$ cat config.mk
export PLATFORM = sky130hd
export DESIGN_NAME = sdc_top
export DESIGN_NICKNAME = d
export VERILOG_FILES = /design/src/pkg/sdc_pkg.sv /design/src/hw/sdc_side.sv /design/src/hw/sdc_top.sv
export VERILOG_INCLUDE_DIRS = /design/src /design/src/pkg
export SDC_FILE = /design/constraint.sdc
export NUM_CORES = 1
export LEC_CHECK = 0
export BUFFER_PORTS_ARGS = -buffer_cell sky130_fd_sc_hd__buf_2
export CAP_MARGIN = 20
export CORE_ASPECT_RATIO = 1.4
export CORE_MARGIN = 2
export CORE_UTILIZATION = 40
export DETAILED_ROUTE_END_ITERATION = 6
export PLACE_DENSITY = 0.72
export SETUP_SLACK_MARGIN = 0.4
export SLEW_MARGIN = 5
export SYNTH_ARGS = -nofsm -noshare
export SYNTH_HDL_FRONTEND = slang
export SYNTH_SLANG_ARGS = --single-unit
$ cat constraint.sdc
create_clock -name ref_clk_i -period 1.3 [get_ports ref_clk_i]
set_clock_uncertainty 0.15 [all_clocks]
set_input_delay 0.13 -clock ref_clk_i [delete_from_list [all_inputs] [get_ports ref_clk_i]]
set_output_delay 0.13 -clock ref_clk_i [all_outputs]
set_load 0.02 [all_outputs]
$ cat src/pkg/sdc_defs.svh
// Field positions, reset values and code points for the switch driver control
`ifndef SDC_DEFS_SVH
`define SDC_DEFS_SVH
// Status flag positions (both sides)
`define SDC_CL1_BIT    0
`define SDC_OL1_BIT    1
`define SDC_CL2_BIT    2
`define SDC_OL2_BIT    3
// Interrupt source codes
`define SDC_SRC_NONE   4'h0
`define SDC_SRC_HS     4'h2
`define SDC_SRC_LS     4'h3
// Control and status reset values
`define SDC_CTRL_RST   4'h0
`define SDC_STAT_RST   4'h0
`endif

$ cat src/pkg/sdc_pkg.sv
// Types shared by the switch driver control block
`default_nettype none
package sdc_pkg;
  typedef enum logic [1:0] {
    SDC_NORMAL   = 2'b00,
    SDC_NORM_REQ = 2'b01,
    SDC_STOP     = 2'b10,
    SDC_SLEEP    = 2'b11
  } sdc_mode_t;

  // Control register layout of one side
  typedef struct packed {
    logic two_pulse_select;
    logic one_pulse_select;
    logic two_enable;
    logic one_enable;
  } sdc_ctrl_t;

  // Analog detector inputs of one side
  typedef struct packed {
    logic over_temp;
    logic two_current_limit;
    logic one_current_limit;
    logic two_open_load;
    logic one_open_load;
  } sdc_det_t;
endpackage
`default_nettype wire

$ cat src/hw/sdc_side.sv
// One pair of protected switches: shutdown latch, drive and status
`timescale 1ns/10ps
`default_nettype none
`include "sdc_defs.svh"
module sdc_side
(
  // Clock and reset
  input  wire logic              ref_clk_i,
  input  wire logic              sys_rst_i,
  // Control
  input  wire sdc_pkg::sdc_ctrl_t ctrl_i,
  input  wire logic              ctrl_wr_i,
  input  wire logic              pulse_i,
  input  wire logic              hv_i,
  input  wire logic              hv_en_i,
  input  wire logic              allow_i,
  input  wire sdc_pkg::sdc_det_t det_i,
  // Results
  output logic [1:0]             drive_o,
  output logic [3:0]             status_o,
  output logic                   therm_evt_o,
  output logic                   shut_o
);
  logic therm_shut;
  logic hv_shut;
  logic ot_prev;
  wire  ot_rise    = det_i.over_temp & ~ot_prev;
  wire  hv_trip    = hv_en_i & hv_i;
  // Write only clears once the cause is gone
  wire  clr_therm  = ctrl_wr_i & ~det_i.over_temp;
  wire  clr_hv     = ctrl_wr_i & ~hv_i;
  wire  shut       = therm_shut | hv_shut;
  wire  on_one     = ctrl_i.one_enable & (~ctrl_i.one_pulse_select | pulse_i);
  wire  on_two     = ctrl_i.two_enable & (~ctrl_i.two_pulse_select | pulse_i);
  wire  [1:0] next_drive = (shut | ~allow_i) ? 2'h0 : {on_two, on_one};
  logic [3:0] next_status;

  always_comb
  begin
    next_status = '0;
    next_status[`SDC_OL1_BIT] = det_i.one_open_load;
    next_status[`SDC_OL2_BIT] = det_i.two_open_load;
    next_status[`SDC_CL1_BIT] = det_i.one_current_limit;
    next_status[`SDC_CL2_BIT] = det_i.two_current_limit;
    if (therm_shut)
    begin
      next_status = 4'hf;
    end
  end

  always_ff @(posedge ref_clk_i)
  begin
    if (sys_rst_i)
    begin
      therm_shut  <= 1'b0;
      hv_shut     <= 1'b0;
      ot_prev     <= 1'b0;
      drive_o     <= 2'h0;
      status_o    <= `SDC_STAT_RST;
      therm_evt_o <= 1'b0;
    end
    else
    begin
      ot_prev     <= det_i.over_temp;
      // Trip wins over a clearing write
      therm_shut  <= det_i.over_temp | (therm_shut & ~clr_therm);
      hv_shut     <= hv_trip | (hv_shut & ~clr_hv);
      drive_o     <= next_drive;
      status_o    <= next_status;
      therm_evt_o <= ot_rise;
    end
  end
  assign shut_o = shut;
endmodule
`default_nettype wire

$ cat src/hw/sdc_top.sv
// Switch driver control: two high side and two low side protected outputs
//
// Function
// - Each high side output follows its own enable bit.
// - High side enable plus pulse select: output follows external pulse input.
// - High side open-load flags per output in status.
// - High side current-limit flags per output while limiting.
// - High side over-temperature shuts both outputs, latches high side event.
// - High side thermal shutdown sets all four high side status flags.
// - Interrupt for high side event only when its mask bit set.
// - High side re-enabled by control write after over-temperature clears.
// - High-voltage with shutdown enable shuts both high side outputs.
// - High side re-enabled by control write after high voltage gone.
// - High side outputs may operate in sleep and stop.
// - Each low side output follows its own enable bit.
// - Low side enable plus pulse select: output follows external pulse input.
// - Low side open-load flags per output in status.
// - Interrupts only in normal, normal-request or stop mode.
// - Masked source keeps interrupt high and sets no source flag.
// - Low side current-limit flags per output.
// - Low side over-temperature: shut, latch, masked irq, rewrite re-enables.
// - High-voltage shutdown also shuts low side until later write.
// - Low side outputs disabled in sleep and stop.
`timescale 1ns/10ps
`default_nettype none
`include "sdc_defs.svh"
module sdc_top
(
  // Clock and reset
  input  wire logic              ref_clk_i,
  input  wire logic              sys_rst_i,
  // Control registers
  input  wire sdc_pkg::sdc_ctrl_t high_side_control_reg_i,
  input  wire logic              high_side_control_wr_i,
  input  wire sdc_pkg::sdc_ctrl_t low_side_control_reg_i,
  input  wire logic              low_side_control_wr_i,
  input  wire logic              high_voltage_shutdown_enable_i,
  input  wire logic              high_side_irq_mask_i,
  input  wire logic              low_side_irq_mask_i,
  input  wire sdc_pkg::sdc_mode_t mode_i,
  input  wire logic              high_side_cyclic_i,
  input  wire logic              source_read_i,
  // Pins and analog detectors
  input  wire logic              external_pulse_input_i,
  input  wire logic              high_voltage_i,
  input  wire sdc_pkg::sdc_det_t high_det_i,
  input  wire sdc_pkg::sdc_det_t low_det_i,
  // Outputs
  output logic [1:0]             high_drive_o,
  output logic [1:0]             low_drive_o,
  output logic [3:0]             high_side_status_reg_o,
  output logic [3:0]             low_side_status_reg_o,
  output logic [3:0]             interrupt_source_reg_o,
  output logic                   irq_n_o,
  output logic                   high_shut_o,
  output logic                   low_shut_o
);
  // ==========================================================
  // Pin synchronisers: three stages, change taken when 2 and 3 agree
  // ==========================================================
  logic [2:0] pwm_sync;
  logic [2:0] hv_sync;
  logic       pwm_q;
  logic       hv_q;
  wire  next_pwm = (pwm_sync[1] == pwm_sync[2]) ? pwm_sync[2] : pwm_q;
  wire  next_hv  = (hv_sync[1] == hv_sync[2]) ? hv_sync[2] : hv_q;

  always_ff @(posedge ref_clk_i)
  begin
    if (sys_rst_i)
    begin
      pwm_sync <= 3'h0;
      hv_sync  <= 3'h0;
      pwm_q    <= 1'b0;
      hv_q     <= 1'b0;
    end
    else
    begin
      pwm_sync <= {pwm_sync[1:0], external_pulse_input_i};
      hv_sync  <= {hv_sync[1:0], high_voltage_i};
      pwm_q    <= next_pwm;
      hv_q     <= next_hv;
    end
  end

  // ==========================================================
  // Mode gating
  // ==========================================================
  function automatic logic is_low_power(input sdc_pkg::sdc_mode_t m);
    is_low_power = (m == sdc_pkg::SDC_SLEEP) || (m == sdc_pkg::SDC_STOP);
  endfunction
  wire high_allow = ~is_low_power(mode_i) | high_side_cyclic_i;
  wire low_allow  = ~is_low_power(mode_i);
  wire irq_mode   = (mode_i != sdc_pkg::SDC_SLEEP);

  // ==========================================================
  // Switch sides
  // ==========================================================
  logic high_evt;
  logic low_evt;

  sdc_side u_high
  (
    .ref_clk_i   (ref_clk_i),
    .sys_rst_i   (sys_rst_i),
    .ctrl_i      (high_side_control_reg_i),
    .ctrl_wr_i   (high_side_control_wr_i),
    .pulse_i     (pwm_q),
    .hv_i        (hv_q),
    .hv_en_i     (high_voltage_shutdown_enable_i),
    .allow_i     (high_allow),
    .det_i       (high_det_i),
    .drive_o     (high_drive_o),
    .status_o    (high_side_status_reg_o),
    .therm_evt_o (high_evt),
    .shut_o      (high_shut_o)
  );

  sdc_side u_low
  (
    .ref_clk_i   (ref_clk_i),
    .sys_rst_i   (sys_rst_i),
    .ctrl_i      (low_side_control_reg_i),
    .ctrl_wr_i   (low_side_control_wr_i),
    .pulse_i     (pwm_q),
    .hv_i        (hv_q),
    .hv_en_i     (high_voltage_shutdown_enable_i),
    .allow_i     (low_allow),
    .det_i       (low_det_i),
    .drive_o     (low_drive_o),
    .status_o    (low_side_status_reg_o),
    .therm_evt_o (low_evt),
    .shut_o      (low_shut_o)
  );

  // ==========================================================
  // Interrupt source latch; a new event beats the read clear
  // ==========================================================
  wire hs_take = high_evt & high_side_irq_mask_i & irq_mode;
  wire ls_take = low_evt & low_side_irq_mask_i & irq_mode;
  logic [3:0] next_src;

  always_comb
  begin
    next_src = interrupt_source_reg_o;
    if (source_read_i)
    begin
      next_src = `SDC_SRC_NONE;
    end
    // High side has priority when both arrive together
    if (ls_take)
    begin
      next_src = `SDC_SRC_LS;
    end
    if (hs_take)
    begin
      next_src = `SDC_SRC_HS;
    end
  end

  always_ff @(posedge ref_clk_i)
  begin
    if (sys_rst_i)
    begin
      interrupt_source_reg_o <= `SDC_SRC_NONE;
    end
    else
    begin
      interrupt_source_reg_o <= next_src;
    end
  end

  assign irq_n_o = (interrupt_source_reg_o == `SDC_SRC_NONE);

  // ==========================================================
  // Checks
  // ==========================================================
  a_high_shut_off: assert property (@(posedge ref_clk_i) disable iff (sys_rst_i)
    high_shut_o |=> high_drive_o == 2'h0)
    else $error("high side driven during shutdown");
  a_low_shut_off: assert property (@(posedge ref_clk_i) disable iff (sys_rst_i)
    low_shut_o |=> low_drive_o == 2'h0)
    else $error("low side driven during shutdown");
  a_high_therm_flags: assert property (@(posedge ref_clk_i) disable iff (sys_rst_i)
    high_det_i.over_temp |=> ##1 high_side_status_reg_o == 4'hf)
    else $error("thermal shutdown flags not all set");
  a_high_therm_latch: assert property (@(posedge ref_clk_i) disable iff (sys_rst_i)
    high_det_i.over_temp |=> high_shut_o)
    else $error("high side thermal shutdown not latched");
  a_masked_no_src: assert property (@(posedge ref_clk_i) disable iff (sys_rst_i)
    (!high_side_irq_mask_i && !low_side_irq_mask_i && !$past(hs_take) && !source_read_i
     && interrupt_source_reg_o == `SDC_SRC_NONE) |=> irq_n_o)
    else $error("interrupt raised while masked");
  a_hs_irq_raise: assert property (@(posedge ref_clk_i) disable iff (sys_rst_i)
    hs_take |=> !irq_n_o && interrupt_source_reg_o == `SDC_SRC_HS)
    else $error("high side interrupt not raised");
  a_sleep_no_irq: assert property (@(posedge ref_clk_i) disable iff (sys_rst_i)
    (mode_i == sdc_pkg::SDC_SLEEP && source_read_i) |=> irq_n_o)
    else $error("interrupt source set in sleep");
  a_low_sleep_off: assert property (@(posedge ref_clk_i) disable iff (sys_rst_i)
    is_low_power(mode_i) |=> low_drive_o == 2'h0)
    else $error("low side driven in sleep or stop");
  a_hv_trip_hs: assert property (@(posedge ref_clk_i) disable iff (sys_rst_i)
    (hv_q && high_voltage_shutdown_enable_i) |=> high_shut_o)
    else $error("high voltage did not shut high side");
  a_hold_until_write: assert property (@(posedge ref_clk_i) disable iff (sys_rst_i)
    (high_shut_o && !high_side_control_wr_i && !$past(high_side_control_wr_i)) |=> high_shut_o)
    else $error("shutdown released without write");

  // ==========================================================
  // Drive, status, shutdown and interrupt checks
  // ==========================================================
  a_high_one_on: assert property (@(posedge ref_clk_i) disable iff (sys_rst_i)
    (!high_shut_o && high_allow && high_side_control_reg_i.one_enable
     && !high_side_control_reg_i.one_pulse_select) |=> high_drive_o[0])
    else $error("high side switch one not on");
  a_high_two_on: assert property (@(posedge ref_clk_i) disable iff (sys_rst_i)
    (!high_shut_o && high_allow && high_side_control_reg_i.two_enable
     && !high_side_control_reg_i.two_pulse_select) |=> high_drive_o[1])
    else $error("high side switch two not on");
  a_high_one_off: assert property (@(posedge ref_clk_i) disable iff (sys_rst_i)
    (!high_side_control_reg_i.one_enable && high_side_control_reg_i.one_pulse_select)
    |=> !high_drive_o[0])
    else $error("high side switch one on without enable");
  a_high_two_off: assert property (@(posedge ref_clk_i) disable iff (sys_rst_i)
    (!high_side_control_reg_i.two_enable && high_side_control_reg_i.two_pulse_select)
    |=> !high_drive_o[1])
    else $error("high side switch two on without enable");
  a_high_pulse_one: assert property (@(posedge ref_clk_i) disable iff (sys_rst_i)
    (!high_shut_o && high_allow && high_side_control_reg_i.one_enable
     && high_side_control_reg_i.one_pulse_select) |=> high_drive_o[0] == $past(pwm_q))
    else $error("high side switch one does not follow pulse input");
  a_high_pulse_two: assert property (@(posedge ref_clk_i) disable iff (sys_rst_i)
    (!high_shut_o && high_allow && high_side_control_reg_i.two_enable
     && high_side_control_reg_i.two_pulse_select) |=> high_drive_o[1] == $past(pwm_q))
    else $error("high side switch two does not follow pulse input");
  a_low_one_on: assert property (@(posedge ref_clk_i) disable iff (sys_rst_i)
    (!low_shut_o && low_allow && low_side_control_reg_i.one_enable
     && !low_side_control_reg_i.one_pulse_select) |=> low_drive_o[0])
    else $error("low side switch one not on");
  a_low_two_on: assert property (@(posedge ref_clk_i) disable iff (sys_rst_i)
    (!low_shut_o && low_allow && low_side_control_reg_i.two_enable
     && !low_side_control_reg_i.two_pulse_select) |=> low_drive_o[1])
    else $error("low side switch two not on");
  a_low_one_off: assert property (@(posedge ref_clk_i) disable iff (sys_rst_i)
    (!low_side_control_reg_i.one_enable && low_side_control_reg_i.one_pulse_select)
    |=> !low_drive_o[0])
    else $error("low side switch one on without enable");
  a_low_two_off: assert property (@(posedge ref_clk_i) disable iff (sys_rst_i)
    (!low_side_control_reg_i.two_enable && low_side_control_reg_i.two_pulse_select)
    |=> !low_drive_o[1])
    else $error("low side switch two on without enable");
  a_low_pulse_one: assert property (@(posedge ref_clk_i) disable iff (sys_rst_i)
    (!low_shut_o && low_allow && low_side_control_reg_i.one_enable
     && low_side_control_reg_i.one_pulse_select) |=> low_drive_o[0] == $past(pwm_q))
    else $error("low side switch one does not follow pulse input");
  a_low_pulse_two: assert property (@(posedge ref_clk_i) disable iff (sys_rst_i)
    (!low_shut_o && low_allow && low_side_control_reg_i.two_enable
     && low_side_control_reg_i.two_pulse_select) |=> low_drive_o[1] == $past(pwm_q))
    else $error("low side switch two does not follow pulse input");
  a_high_open_load: assert property (@(posedge ref_clk_i) disable iff (sys_rst_i)
    !high_shut_o |=> (high_side_status_reg_o[`SDC_OL1_BIT] == $past(high_det_i.one_open_load)
      && high_side_status_reg_o[`SDC_OL2_BIT] == $past(high_det_i.two_open_load)))
    else $error("high side open-load flags wrong");
  a_high_cur_limit: assert property (@(posedge ref_clk_i) disable iff (sys_rst_i)
    !high_shut_o |=> (high_side_status_reg_o[`SDC_CL1_BIT] == $past(high_det_i.one_current_limit)
      && high_side_status_reg_o[`SDC_CL2_BIT] == $past(high_det_i.two_current_limit)))
    else $error("high side current-limit flags wrong");
  a_low_open_load: assert property (@(posedge ref_clk_i) disable iff (sys_rst_i)
    !low_shut_o |=> (low_side_status_reg_o[`SDC_OL1_BIT] == $past(low_det_i.one_open_load)
      && low_side_status_reg_o[`SDC_OL2_BIT] == $past(low_det_i.two_open_load)))
    else $error("low side open-load flags wrong");
  a_low_cur_limit: assert property (@(posedge ref_clk_i) disable iff (sys_rst_i)
    !low_shut_o |=> (low_side_status_reg_o[`SDC_CL1_BIT] == $past(low_det_i.one_current_limit)
      && low_side_status_reg_o[`SDC_CL2_BIT] == $past(low_det_i.two_current_limit)))
    else $error("low side current-limit flags wrong");
  a_low_therm_flags: assert property (@(posedge ref_clk_i) disable iff (sys_rst_i)
    low_det_i.over_temp |=> ##1 low_side_status_reg_o == 4'hf)
    else $error("low side thermal flags not all set");
  a_low_therm_latch: assert property (@(posedge ref_clk_i) disable iff (sys_rst_i)
    low_det_i.over_temp |=> low_shut_o)
    else $error("low side thermal shutdown not latched");
  a_low_therm_hold: assert property (@(posedge ref_clk_i) disable iff (sys_rst_i)
    (low_shut_o && low_det_i.over_temp) |=> low_shut_o)
    else $error("low side shutdown lifted while hot");
  a_ls_irq_raise: assert property (@(posedge ref_clk_i) disable iff (sys_rst_i)
    (ls_take && !hs_take) |=> !irq_n_o && interrupt_source_reg_o == `SDC_SRC_LS)
    else $error("low side interrupt not raised");
  a_hv_trip_ls: assert property (@(posedge ref_clk_i) disable iff (sys_rst_i)
    (hv_q && high_voltage_shutdown_enable_i) |=> low_shut_o)
    else $error("high voltage did not shut low side");
  a_low_hold_write: assert property (@(posedge ref_clk_i) disable iff (sys_rst_i)
    (low_shut_o && !low_side_control_wr_i) |=> low_shut_o)
    else $error("low side shutdown released without write");
  a_high_therm_hold: assert property (@(posedge ref_clk_i) disable iff (sys_rst_i)
    (high_shut_o && high_det_i.over_temp) |=> high_shut_o)
    else $error("high side shutdown lifted while hot");
  a_high_write_clear: assert property (@(posedge ref_clk_i) disable iff (sys_rst_i)
    (high_side_control_wr_i && !hv_q && !high_det_i.over_temp) |=> !high_shut_o)
    else $error("high side not re-enabled by write");
  a_low_write_clear: assert property (@(posedge ref_clk_i) disable iff (sys_rst_i)
    (low_side_control_wr_i && !hv_q && !low_det_i.over_temp) |=> !low_shut_o)
    else $error("low side not re-enabled by write");
  a_high_sleep_off: assert property (@(posedge ref_clk_i) disable iff (sys_rst_i)
    (is_low_power(mode_i) && !high_side_cyclic_i) |=> high_drive_o == 2'h0)
    else $error("high side driven in low power without cyclic sense");
  a_sleep_src_keep: assert property (@(posedge ref_clk_i) disable iff (sys_rst_i)
    (mode_i == sdc_pkg::SDC_SLEEP) |=> (interrupt_source_reg_o == $past(interrupt_source_reg_o)
      || interrupt_source_reg_o == `SDC_SRC_NONE))
    else $error("interrupt source set in sleep");
  a_hs_masked_keep: assert property (@(posedge ref_clk_i) disable iff (sys_rst_i)
    (!high_side_irq_mask_i && interrupt_source_reg_o != `SDC_SRC_HS)
    |=> interrupt_source_reg_o != `SDC_SRC_HS)
    else $error("masked high side source flag set");
  a_ls_masked_keep: assert property (@(posedge ref_clk_i) disable iff (sys_rst_i)
    (!low_side_irq_mask_i && interrupt_source_reg_o != `SDC_SRC_LS)
    |=> interrupt_source_reg_o != `SDC_SRC_LS)
    else $error("masked low side source flag set");
endmodule
`default_nettype wire

==> results of run 1 <==
==> stage by stage <==
stage                     cell area, um^2  cells
after floorplan                     980.9    103
after detailed placement             1222    169
after global routing                 1740    197
final                                1740    197
after global placement               1222    169
after CTS                            1628    196
==> critical path: stages, from the launching register on <==
cell     delay [ns]
dfxtp_4        0.36
or2_4          0.23
buf_6          0.13
==> where the power goes <==
group          internal (mW)  total (mW)  switching [mW]  leakage, nW
logic                  0.179       0.334           0.155        0.486
registers              0.962       0.986          0.0242        0.255
clock network          0.369       0.673           0.304       0.0446
==> area by class of cell <==
class	count	area (um^2)
Clock buffer	8	78.83
Fill cell	146	598.1
Inverter	6	22.52
Multi-Input combinational cell	63	426.7
Sequential cell	30	633.1
Tap cell	23	28.78
Timing Repair Buffer	67	550.5
==> state kept, by name, indices dropped and copies added (netlist names) <==
register                count
u_low.therm_evt_o           1
u_high.hv_shut              1
interrupt_source_reg_o      2
hv_q                        1
u_high.drive_o              2
u_high.therm_shut           1
u_low.drive_o               2
u_high.therm_evt_o          1
u_low.status_o              4
u_high.status_o             4
pwm_sync                    3
pwm_q                       1
u_low.hv_shut               1
u_low.therm_shut            1
u_high.ot_prev              1
hv_sync                     3
u_low.ot_prev               1
==> worst max path at each step <==
stage | startpoint | end | slack (ns)
2_1_floorplan | u_high.therm_shut$_SDFF_PP0_ | u_high.drive_o[0]$_SDFF_PP0_ | 0.20
4_1_cts | u_low.therm_shut$_SDFF_PP0_ | low_shut_o | -0.03
3_3_place_gp | u_high.therm_shut$_SDFF_PP0_ | u_high.drive_o[1]$_SDFF_PP0_ | 0.22
5_1_grt | u_low.therm_shut$_SDFF_PP0_ | low_shut_o | -0.07
3_5_place_dp | u_high.therm_shut$_SDFF_PP0_ | u_high.drive_o[1]$_SDFF_PP0_ | 0.19
6_report | u_low.therm_shut$_SDFF_PP0_ | low_shut_o | -0.02
==> kinds of logic (layout without fill, tap and decap cells) <==
family	count (synthesis)	after routing	synth area share, %
and+or+nand+nor	44	44	21.54
other	1	2	0.3913
AOI/OAI and AO/OA	17	17	10.71
DFF	30	30	62.66
buffers and inverters	10	81	4.699
==> synth_stat cells (2+ instances only) <==
master    number
inv_1          6
o21ai_0        6
clkbuf_1       2
nor2b_1       10
nand2b_1       2
dfxtp_1       30
or2_1          2
and3_1         2
nor2_1        22
buf_4          2
a21oi_1        6
nand2_1        5
==> routing by layer <==
metal	global-route usage [%]	vias up
li1	-	467
met1	18.48	438
met2	37.35	49
met3	7.514	7
met4	16.39	0
met5	0	-
==> placed cells by master, fill, tap and decap left out, types with 6 or more instances in the layout <==
| master | Yosys | final |
|---|---|---|
| buf_2 | 0 | 30 |
| buf_6 | 0 | 18 |
| dfxtp_1 | 30 | 10 |
| dfxtp_2 | 0 | 17 |
| dlygate4sd3_1 | 0 | 16 |
| inv_1 | 6 | 6 |
| nor2_1 | 22 | 9 |
| nor2_2 | 0 | 6 |
| nor2_4 | 0 | 7 |
| nor2b_1 | 10 | 9 |
==> repair_timing <==
action | in CTS | in global routing
setup endpoints to repair | 23 | 38
hold endpoints to repair | 21 | 8
gates cloned | 0 | 0
gates resized for setup | 55 | 32
pin swaps | 4 | 4
buffers inserted | 3 | 1
hold buffers | 16 | 1
==> impl_metrics.py, run 1 <==
metrics = {
    "run_status": {
        "status": "finished, violations left",
        "violations": "negative hold slack, negative setup slack",
    },
    "die": {
        "start_util_pct": 40.98,
        "dieArea_um2": 2809,
        "fp.coreArea_um2": 2338,
        "die_h_um": 61.92,
        "rows": 21,
        "pin_count": 50,
        "fp.dieW_um": 45.37,
    },
    "sta": {
        "tightest_slew_ns": 0.5035,
        "fmax_mhz": 755.1,
        "whs_ns": -0.1216,
        "setup_tns_ns": -0.03438,
        "worst_slack_ns": -0.02432,
        "period_minus_slack_ns": 1.324,
        "rsz0062_at_grt": "true",
        "hold_violations": 9,
        "slew_headroom_pct": 66.43,
        "slew_viol_final": 0,
        "finalSetupViolations": 2,
        "fin_crit_sh_pct": 101.9,
    },
    "routing": {
        "ant_nets": 0,
        "drtPass1Iterations": 4,
        "top_layer": "met4",
        "met3WireLength_um": 223,
        "wirelength_mm": 2.912,
        "via_per_inst": 4.878,
        "drt-met1-wl_mm": 1.014,
        "wl_per_cell_um": 14.78,
        "drc": 0,
        "num_vias": 961,
        "dr_wl_met2_mm": 1.612,
        "drtIter0Drc": 27,
    },
    "worst_hold_path": {
        "holdPathEnd": "u_high.therm_shut$_SDFF_PP0_",
        "hp-start": "high_det_i[4]",
        "hold_path.class": "in -> reg",
        "min_path_cells": 3,
    },
    "grt": {
        "antenna_found_initial": 0,
        "grt_pass1_vias": 967,
        "grt_max_degree": 27,
        "grt_pass1_wl_mm": 3.939,
        "grt_overflow_total": 0,
        "grt_usage_pct": 20.88,
    },
    "yosys": {
        "syn_area_um2": 958.4,
        "ys_ff_latch": 30,
        "synth-seq-area-share_pct": 62.66,
        "synth_top_area_cell": "dfxtp_1",
        "synthArstFlopShare_pct": 0,
        "synth_edf_count": 0,
        "netlist-cell-type-count": 19,
        "avgSynthCellArea_um2": 9.396,
        "synth-main-ff-cell": "dfxtp_1",
        "ys_warn_count": 0,
        "ys_top_cells_by_area": "dfxtp_1, nor2_1, nor2b_1, a21oi_1, o21ai_0",
        "synthCells": 102,
        "synth_top_area_share_pct": 62.66,
    },
    "clocking": {
        "clkLatencyLatePin_ns": 0.32,
        "root_buffer": "clkbuf_4",
        "cts_max_path_buffers": 2,
        "path_clk_slew_ns": 0.09,
        "cts_sinks": 30,
        "cts_tree": "yes",
        "cts_buffers": 5,
        "h-tree-depth": 2,
    },
    "critical_path": {
        "r2r_slack_ns": 0.02,
        "cp.arrival_ns": 1.04,
        "end_kind": "output port",
        "path_max_fanout": 2,
        "reg2reg_depth": 4,
        "cp-start-kind": "flop",
        "required_ns": 1.02,
        "r2r_end": "u_low.drive_o[1]$_SDFF_PP0_",
        "criticalPathCategory": "reg -> out",
        "rr_startpoint": "u_low.therm_shut$_SDFF_PP0_",
    },
    "placed_design": {
        "place_ws_ns": 0.1858,
        "io_buffer_count": 47,
        "routabilityCongestion": 0.6738,
        "dp_hpwl_mm": 1.389,
    },
    "power": {
        "power_density_nw_per_um2": 1146,
        "p_total_mw": 1.994,
        "ir_drop_mv": 0.7277,
        "p_leak_nw": 0.7860,
    },
    "finish": {
        "drive_above_1_share_pct": 58.05,
        "utilization_pct": 74.42,
        "fin_nets": 204,
        "syn2layout_area_growth_pct": 81.59,
        "n_antenna_cell": 0,
    },
    "flow_run": {
        "max_cap_violations": 0,
    },
}
No activity file was read; power rests on OpenSTA's default activity.
==> run 2: changes to the inputs <==
- SETUP_SLACK_MARGIN: 0.4 -> default
==> impl_metrics.py, run 2 (synthesis results as in run 1) <==
metrics = {
    "sta": {
        "slew_viol_final": 0,
        "rsz0062_at_grt": "true",
        "hold_violations": 0,
        "fin_crit_sh_pct": 100.1,
        "finalSetupViolations": 1,
        "fmax_mhz": 768.6,
        "whs_ns": 0.02420,
        "period_minus_slack_ns": 1.301,
        "worst_slack_ns": -0.001124,
    },
    "grt": {
        "grt_pass1_vias": 876,
        "grt_overflow_total": 0,
        "antenna_found_initial": 0,
        "grt_pass1_wl_mm": 3.601,
        "grt_max_degree": 19,
        "grt_usage_pct": 19.19,
    },
    "clocking": {
        "path_clk_slew_ns": 0.09,
        "cts_buffers": 5,
        "cts_max_path_buffers": 2,
        "h-tree-depth": 2,
        "root_buffer": "clkbuf_4",
        "clkLatencyLatePin_ns": 0.31,
        "cts_sinks": 30,
        "cts_tree": "yes",
    },
    "finish": {
        "final_cell_mix": "buf_2, dfxtp_1, dlygate4sd3_1",
        "reg_top3": "u_high.status_o: 4 flops, u_low.status_o: 4 flops",
        "final_common_cell": "buf_2",
        "fillers": 198,
        "syn2layout_area_growth_pct": 65.40,
        "n_antenna_cell": 0,
        "fin_area_um2": 1585,
        "drive_above_1_share_pct": 34.59,
        "fin_nets": 215,
    },
    "routing": {
        "wirelength_mm": 2.361,
        "via_per_inst": 4.587,
        "wl_per_cell_um": 11.35,
        "ant_nets": 0,
        "drtIter0Drc": 17,
        "drc": 0,
        "num_vias": 954,
        "drtPass1Iterations": 4,
    },
    "critical_path": {
        "r2r_slack_ns": 0.11,
        "crit_family": "flip-flops",
        "reg2reg_depth": 3,
        "r2r_end": "u_high.drive_o[0]$_SDFF_PP0_",
        "worstSetupStartpoint": "u_low.therm_shut$_SDFF_PP0_",
        "cp.arrival_ns": 1.02,
        "path_cells": "or2_4 > buf_6",
        "required_ns": 1.02,
        "rr_startpoint": "u_high.hv_shut$_SDFF_PP0_",
        "cp-endpoint": "low_shut_o",
        "criticalPathCategory": "reg -> out",
        "crit_slowest_cell": "dfxtp_4",
        "critPathBufInv": 1,
        "end_kind": "output port",
        "path_max_fanout": 2,
        "max_stage_delay_ns": 0.35,
        "path_depth": 2,
        "cp-start-kind": "flop",
    },
    "die": {
        "pin_count": 50,
        "fp.coreArea_um2": 2338,
        "fp.dieW_um": 45.37,
        "rows": 21,
        "dieArea_um2": 2809,
        "die_h_um": 61.92,
        "start_util_pct": 40.98,
    },
    "placed_design": {
        "io_buffer_count": 47,
        "place_ws_ns": 0.1579,
        "place_area_um2": 1219,
        "routabilityCongestion": 0.6343,
        "dp_hpwl_mm": 1.440,
    },
    "power": {
        "p_clk_share_pct": 30.9,
        "ir_drop_mv": 0.7531,
        "p_int_mw": 1.366,
        "p_total_mw": 1.794,
        "power_density_nw_per_um2": 1132,
        "p_leak_nw": 0.7782,
        "comb_power_share_pct": 14.9,
        "switching_power_uw": 428.3,
        "switching_share_pct": 23.87,
        "p_seq_share_pct": 54.2,
    },
    "run_status": {
        "status": "finished, violations left",
        "violations": "negative setup slack",
    },
    "flow_run": {
        "max_cap_violations": 0,
    },
    "worst_hold_path": {
        "hp-start": "sys_rst_i",
        "hold_path.class": "in -> reg",
    },
}
-- run 2: cell count changes in the layout (fill, tap and decap cells not counted), sizes merged --
cell / change
clkbuf: -1
dlygate4sd3: +10
buf: +1
clkinv: +1
-- run 2: metal layers --
layer	track usage [%]	wire [um]	vias up	part of all wire, %
li1	-	-	487	-
met1	17.87	865	430	37
met2	34.08	1350	33	57
met3	7.514	121	4	5.1
met4	12.61	23	0	0.97
met5	0	0	-	0
-- run 2: repair_timing --
item                                    in CTS  in global routing
hold endpoints to repair                    22                  0
gates cloned                                 0                  0
hold buffers                                26                  0
setup buffers                                2                  1
resized for setup                            8                  2
endpoints found under the setup margin       2                  2
pin swaps                                    1                  0
-- run 2: area by class of cell --
| class | count | area (um^2) | share of cell area (%) |
|---|---|---|---|
| Sequential cell | 30 | 606.8 | 38.28 |
| Timing Repair Buffer | 78 | 545.5 | 34.41 |
| Clock buffer | 7 | 55.05 | 3.473 |
| Inverter | 6 | 22.52 | 1.421 |
| Multi-Input combinational cell | 63 | 321.6 | 20.28 |
| Clock inverter | 1 | 5.005 | 0.3157 |
| Tap cell | 23 | 28.78 | 1.815 |
-- run 2: worst min-delay path by stage --
stage,endpoint,cells after the start,slack (ns)
after floorplan,hv_sync[2]$_SDFF_PP0_,1,0.05
after global placement,u_high.status_o[1]$_SDFF_PP0_,3,0.18
after CTS,u_high.therm_shut$_SDFF_PP0_,2,0.005
after global routing,u_high.drive_o[1]$_SDFF_PP0_,4,0.02
after detailed placement,u_low.status_o[1]$_SDFF_PP0_,3,0.19
final,interrupt_source_reg_o[1]$_SDFFE_PP0P_,2,0.02
-- run 2: stage by stage --
stage                     utilization [%]  std cells   TNS (ns)
after floorplan                         -        103          0
after global placement              52.11        171          0
after detailed placement            52.11        171          0
after CTS                           67.26        207   -0.05719
after global routing                67.79        208   -0.09417
final                               67.79        208  -0.001124
-- run 2: power groups by stage --
stage	Combinational, mW	Clock [mW]	Sequential, mW
floorplan	0.0740	0	1.03
global placement	0.189	0	0.995
detailed placement	0.192	0	0.997
CTS	0.263	0.579	0.973
global route	0.295	0.625	0.977
finish	0.268	0.554	0.973
==> run 3: changes to the inputs <==
- CORE_UTILIZATION: 40 -> 43
- GPL_TIMING_DRIVEN: default -> 0
- PLACE_DENSITY: 0.72 -> 0.77
==> impl_metrics.py, run 3 (synthesis results as in run 1) <==
metrics = {
    "sta": {
        "rsz0062_at_grt": "true",
        "fin_crit_sh_pct": 101.3,
        "finalSetupViolations": 2,
        "hold_violations": 0,
        "slew_viol_final": 0,
        "period_minus_slack_ns": 1.317,
        "fmax_mhz": 759.4,
        "worst_slack_ns": -0.01678,
    },
    "critical_path": {
        "worstSetupStartpoint": "u_high.hv_shut$_SDFF_PP0_",
        "cp.arrival_ns": 1.04,
        "r2r_end": "u_high.drive_o[1]$_SDFF_PP0_",
        "reg2reg_depth": 3,
        "r2r_slack_ns": 0.10,
        "end_kind": "output port",
        "cp-start-kind": "flop",
        "path_max_fanout": 3,
        "required_ns": 1.02,
        "rr_startpoint": "u_high.hv_shut$_SDFF_PP0_",
        "criticalPathCategory": "reg -> out",
    },
    "run_status": {
        "status": "finished, violations left",
        "violations": "negative setup slack",
    },
    "routing": {
        "drc": 0,
        "wl_per_cell_um": 11.82,
        "drtIter0Drc": 17,
        "ant_nets": 0,
        "drtPass1Iterations": 4,
        "wirelength_mm": 2.447,
        "via_per_inst": 4.565,
        "num_vias": 945,
    },
    "finish": {
        "final_cell_mix": "buf_2, dlygate4sd3_1, dfxtp_1",
        "utilization_pct": 73.31,
        "n_antenna_cell": 0,
        "fin_area_um2": 1578,
        "final_common_cell": "buf_2",
        "reg_top3": "u_high.status_o: 4 flops, u_low.status_o: 4 flops",
        "fin_nets": 216,
        "multiInputGateArea_um2": 321.6,
        "fillers": 167,
        "drive_above_1_share_pct": 35.68,
        "seqCellArea_um2": 610.6,
        "syn2layout_area_growth_pct": 64.62,
    },
    "clocking": {
        "root_buffer": "clkbuf_4",
        "cts_tree": "yes",
        "cts_sinks": 30,
        "path_clk_slew_ns": 0.09,
        "clkLatencyLatePin_ns": 0.32,
        "h-tree-depth": 2,
        "cts_max_path_buffers": 2,
        "cts_buffers": 5,
    },
    "die": {
        "pin_count": 50,
        "fp.dieW_um": 43.90,
        "die_h_um": 59.86,
        "rows": 20,
        "fp.coreArea_um2": 2152,
        "dieArea_um2": 2628,
        "start_util_pct": 44.53,
    },
    "worst_hold_path": {
        "holdPathEnd": "interrupt_source_reg_o[1]$_SDFFE_PP0P_",
        "hp-start": "source_read_i",
        "min_path_cells": 4,
        "hold_path.class": "in -> reg",
    },
    "grt": {
        "grt_overflow_total": 0,
        "grt_max_degree": 11,
        "grt_pass1_vias": 876,
        "grt_pass1_wl_mm": 3.691,
        "antenna_found_initial": 0,
        "grt_usage_pct": 20.40,
    },
    "power": {
        "power_density_nw_per_um2": 1097,
        "p_leak_nw": 0.7778,
        "ir_drop_mv": 0.6795,
    },
    "placed_design": {
        "place_area_um2": 1225,
        "dp_hpwl_mm": 1.412,
        "routabilityCongestion": 0.6611,
        "io_buffer_count": 47,
    },
    "flow_run": {
        "max_cap_violations": 0,
    },
}
-- run 3: cell count changes in the layout (fill, tap and decap cells not counted), sizes merged --
| cell | delta |
|---|---|
| clkinv | +1 |
| buf | -1 |
-- run 3: routing by layer --
| layer | share of wire (%) | global-route usage, % | vias to the layer above |
|---|---|---|---|
| met2 | 59 | 39.29 | 35 |
| met3 | 5.6 | 7.251 | 2 |
| met4 | 1.2 | 10.39 | 0 |
| met5 | 0 | 0 | - |
| li1 | - | - | 489 |
| met1 | 34 | 17.74 | 419 |
-- run 3: worst max-delay path by stage --
stage | cells past startpoint | slack, ns | to
2_1_floorplan | 3 | 0.06 | u_high.drive_o[0]$_SDFF_PP0_
3_3_place_gp | 3 | 0.09 | u_high.drive_o[0]$_SDFF_PP0_
3_5_place_dp | 3 | 0.06 | u_high.drive_o[1]$_SDFF_PP0_
4_1_cts | 2 | -0.04 | low_shut_o
5_1_grt | 2 | -0.06 | high_shut_o
6_report | 2 | -0.02 | high_shut_o
-- run 3: power breakdown --
part | total [mW] | switching, mW | internal [mW]
logic | 0.273 | 0.124 | 0.149
clock network | 0.485 | 0.291 | 0.194
registers | 0.973 | 0.0145 | 0.958
total | 1.73 | 0.430 | 1.30
-- run 3: cell type report --
| type | count | area share, % |
|---|---|---|
| clock buffer | 5 | 2.379 |
| sequential | 30 | 38.70 |
| buffer | 4 | 1.586 |
| inverter | 6 | 1.427 |
| timing repair buffer | 75 | 33.15 |
| multi-input combinational | 63 | 20.38 |
| tap | 22 | 1.745 |
| clock inverter | 2 | 0.6344 |
-- run 3: what timing repair did --
item | 4_1_cts | 5_1_grt
setup endpoints to repair | 2 | 17
setup buffers | 2 | 0
pin swaps | 1 | 0
hold endpoints to repair | 23 | 0
hold buffers | 26 | 0
resized for setup | 11 | 5
-- run 3: critical path, stage by stage (launching register included) --
cell     delay, ns
dfxtp_2       0.33
or2_4         0.26
buf_6         0.13
-- run 3: per-stage QoR --
stage               hold slack, ns   TNS, ns  worst slack [ns]  total power, mW  cells
floorplan                  0.05161         0           0.05827            1.100    103
global placement            0.1822         0           0.09001            1.183    172
detailed placement          0.1894         0           0.05798            1.189    172
CTS                      0.0002847  -0.07127          -0.03737            1.741    207
global route               0.01628   -0.1165          -0.05843            1.807    207
finish                    0.003088  -0.03327          -0.01678            1.731    207
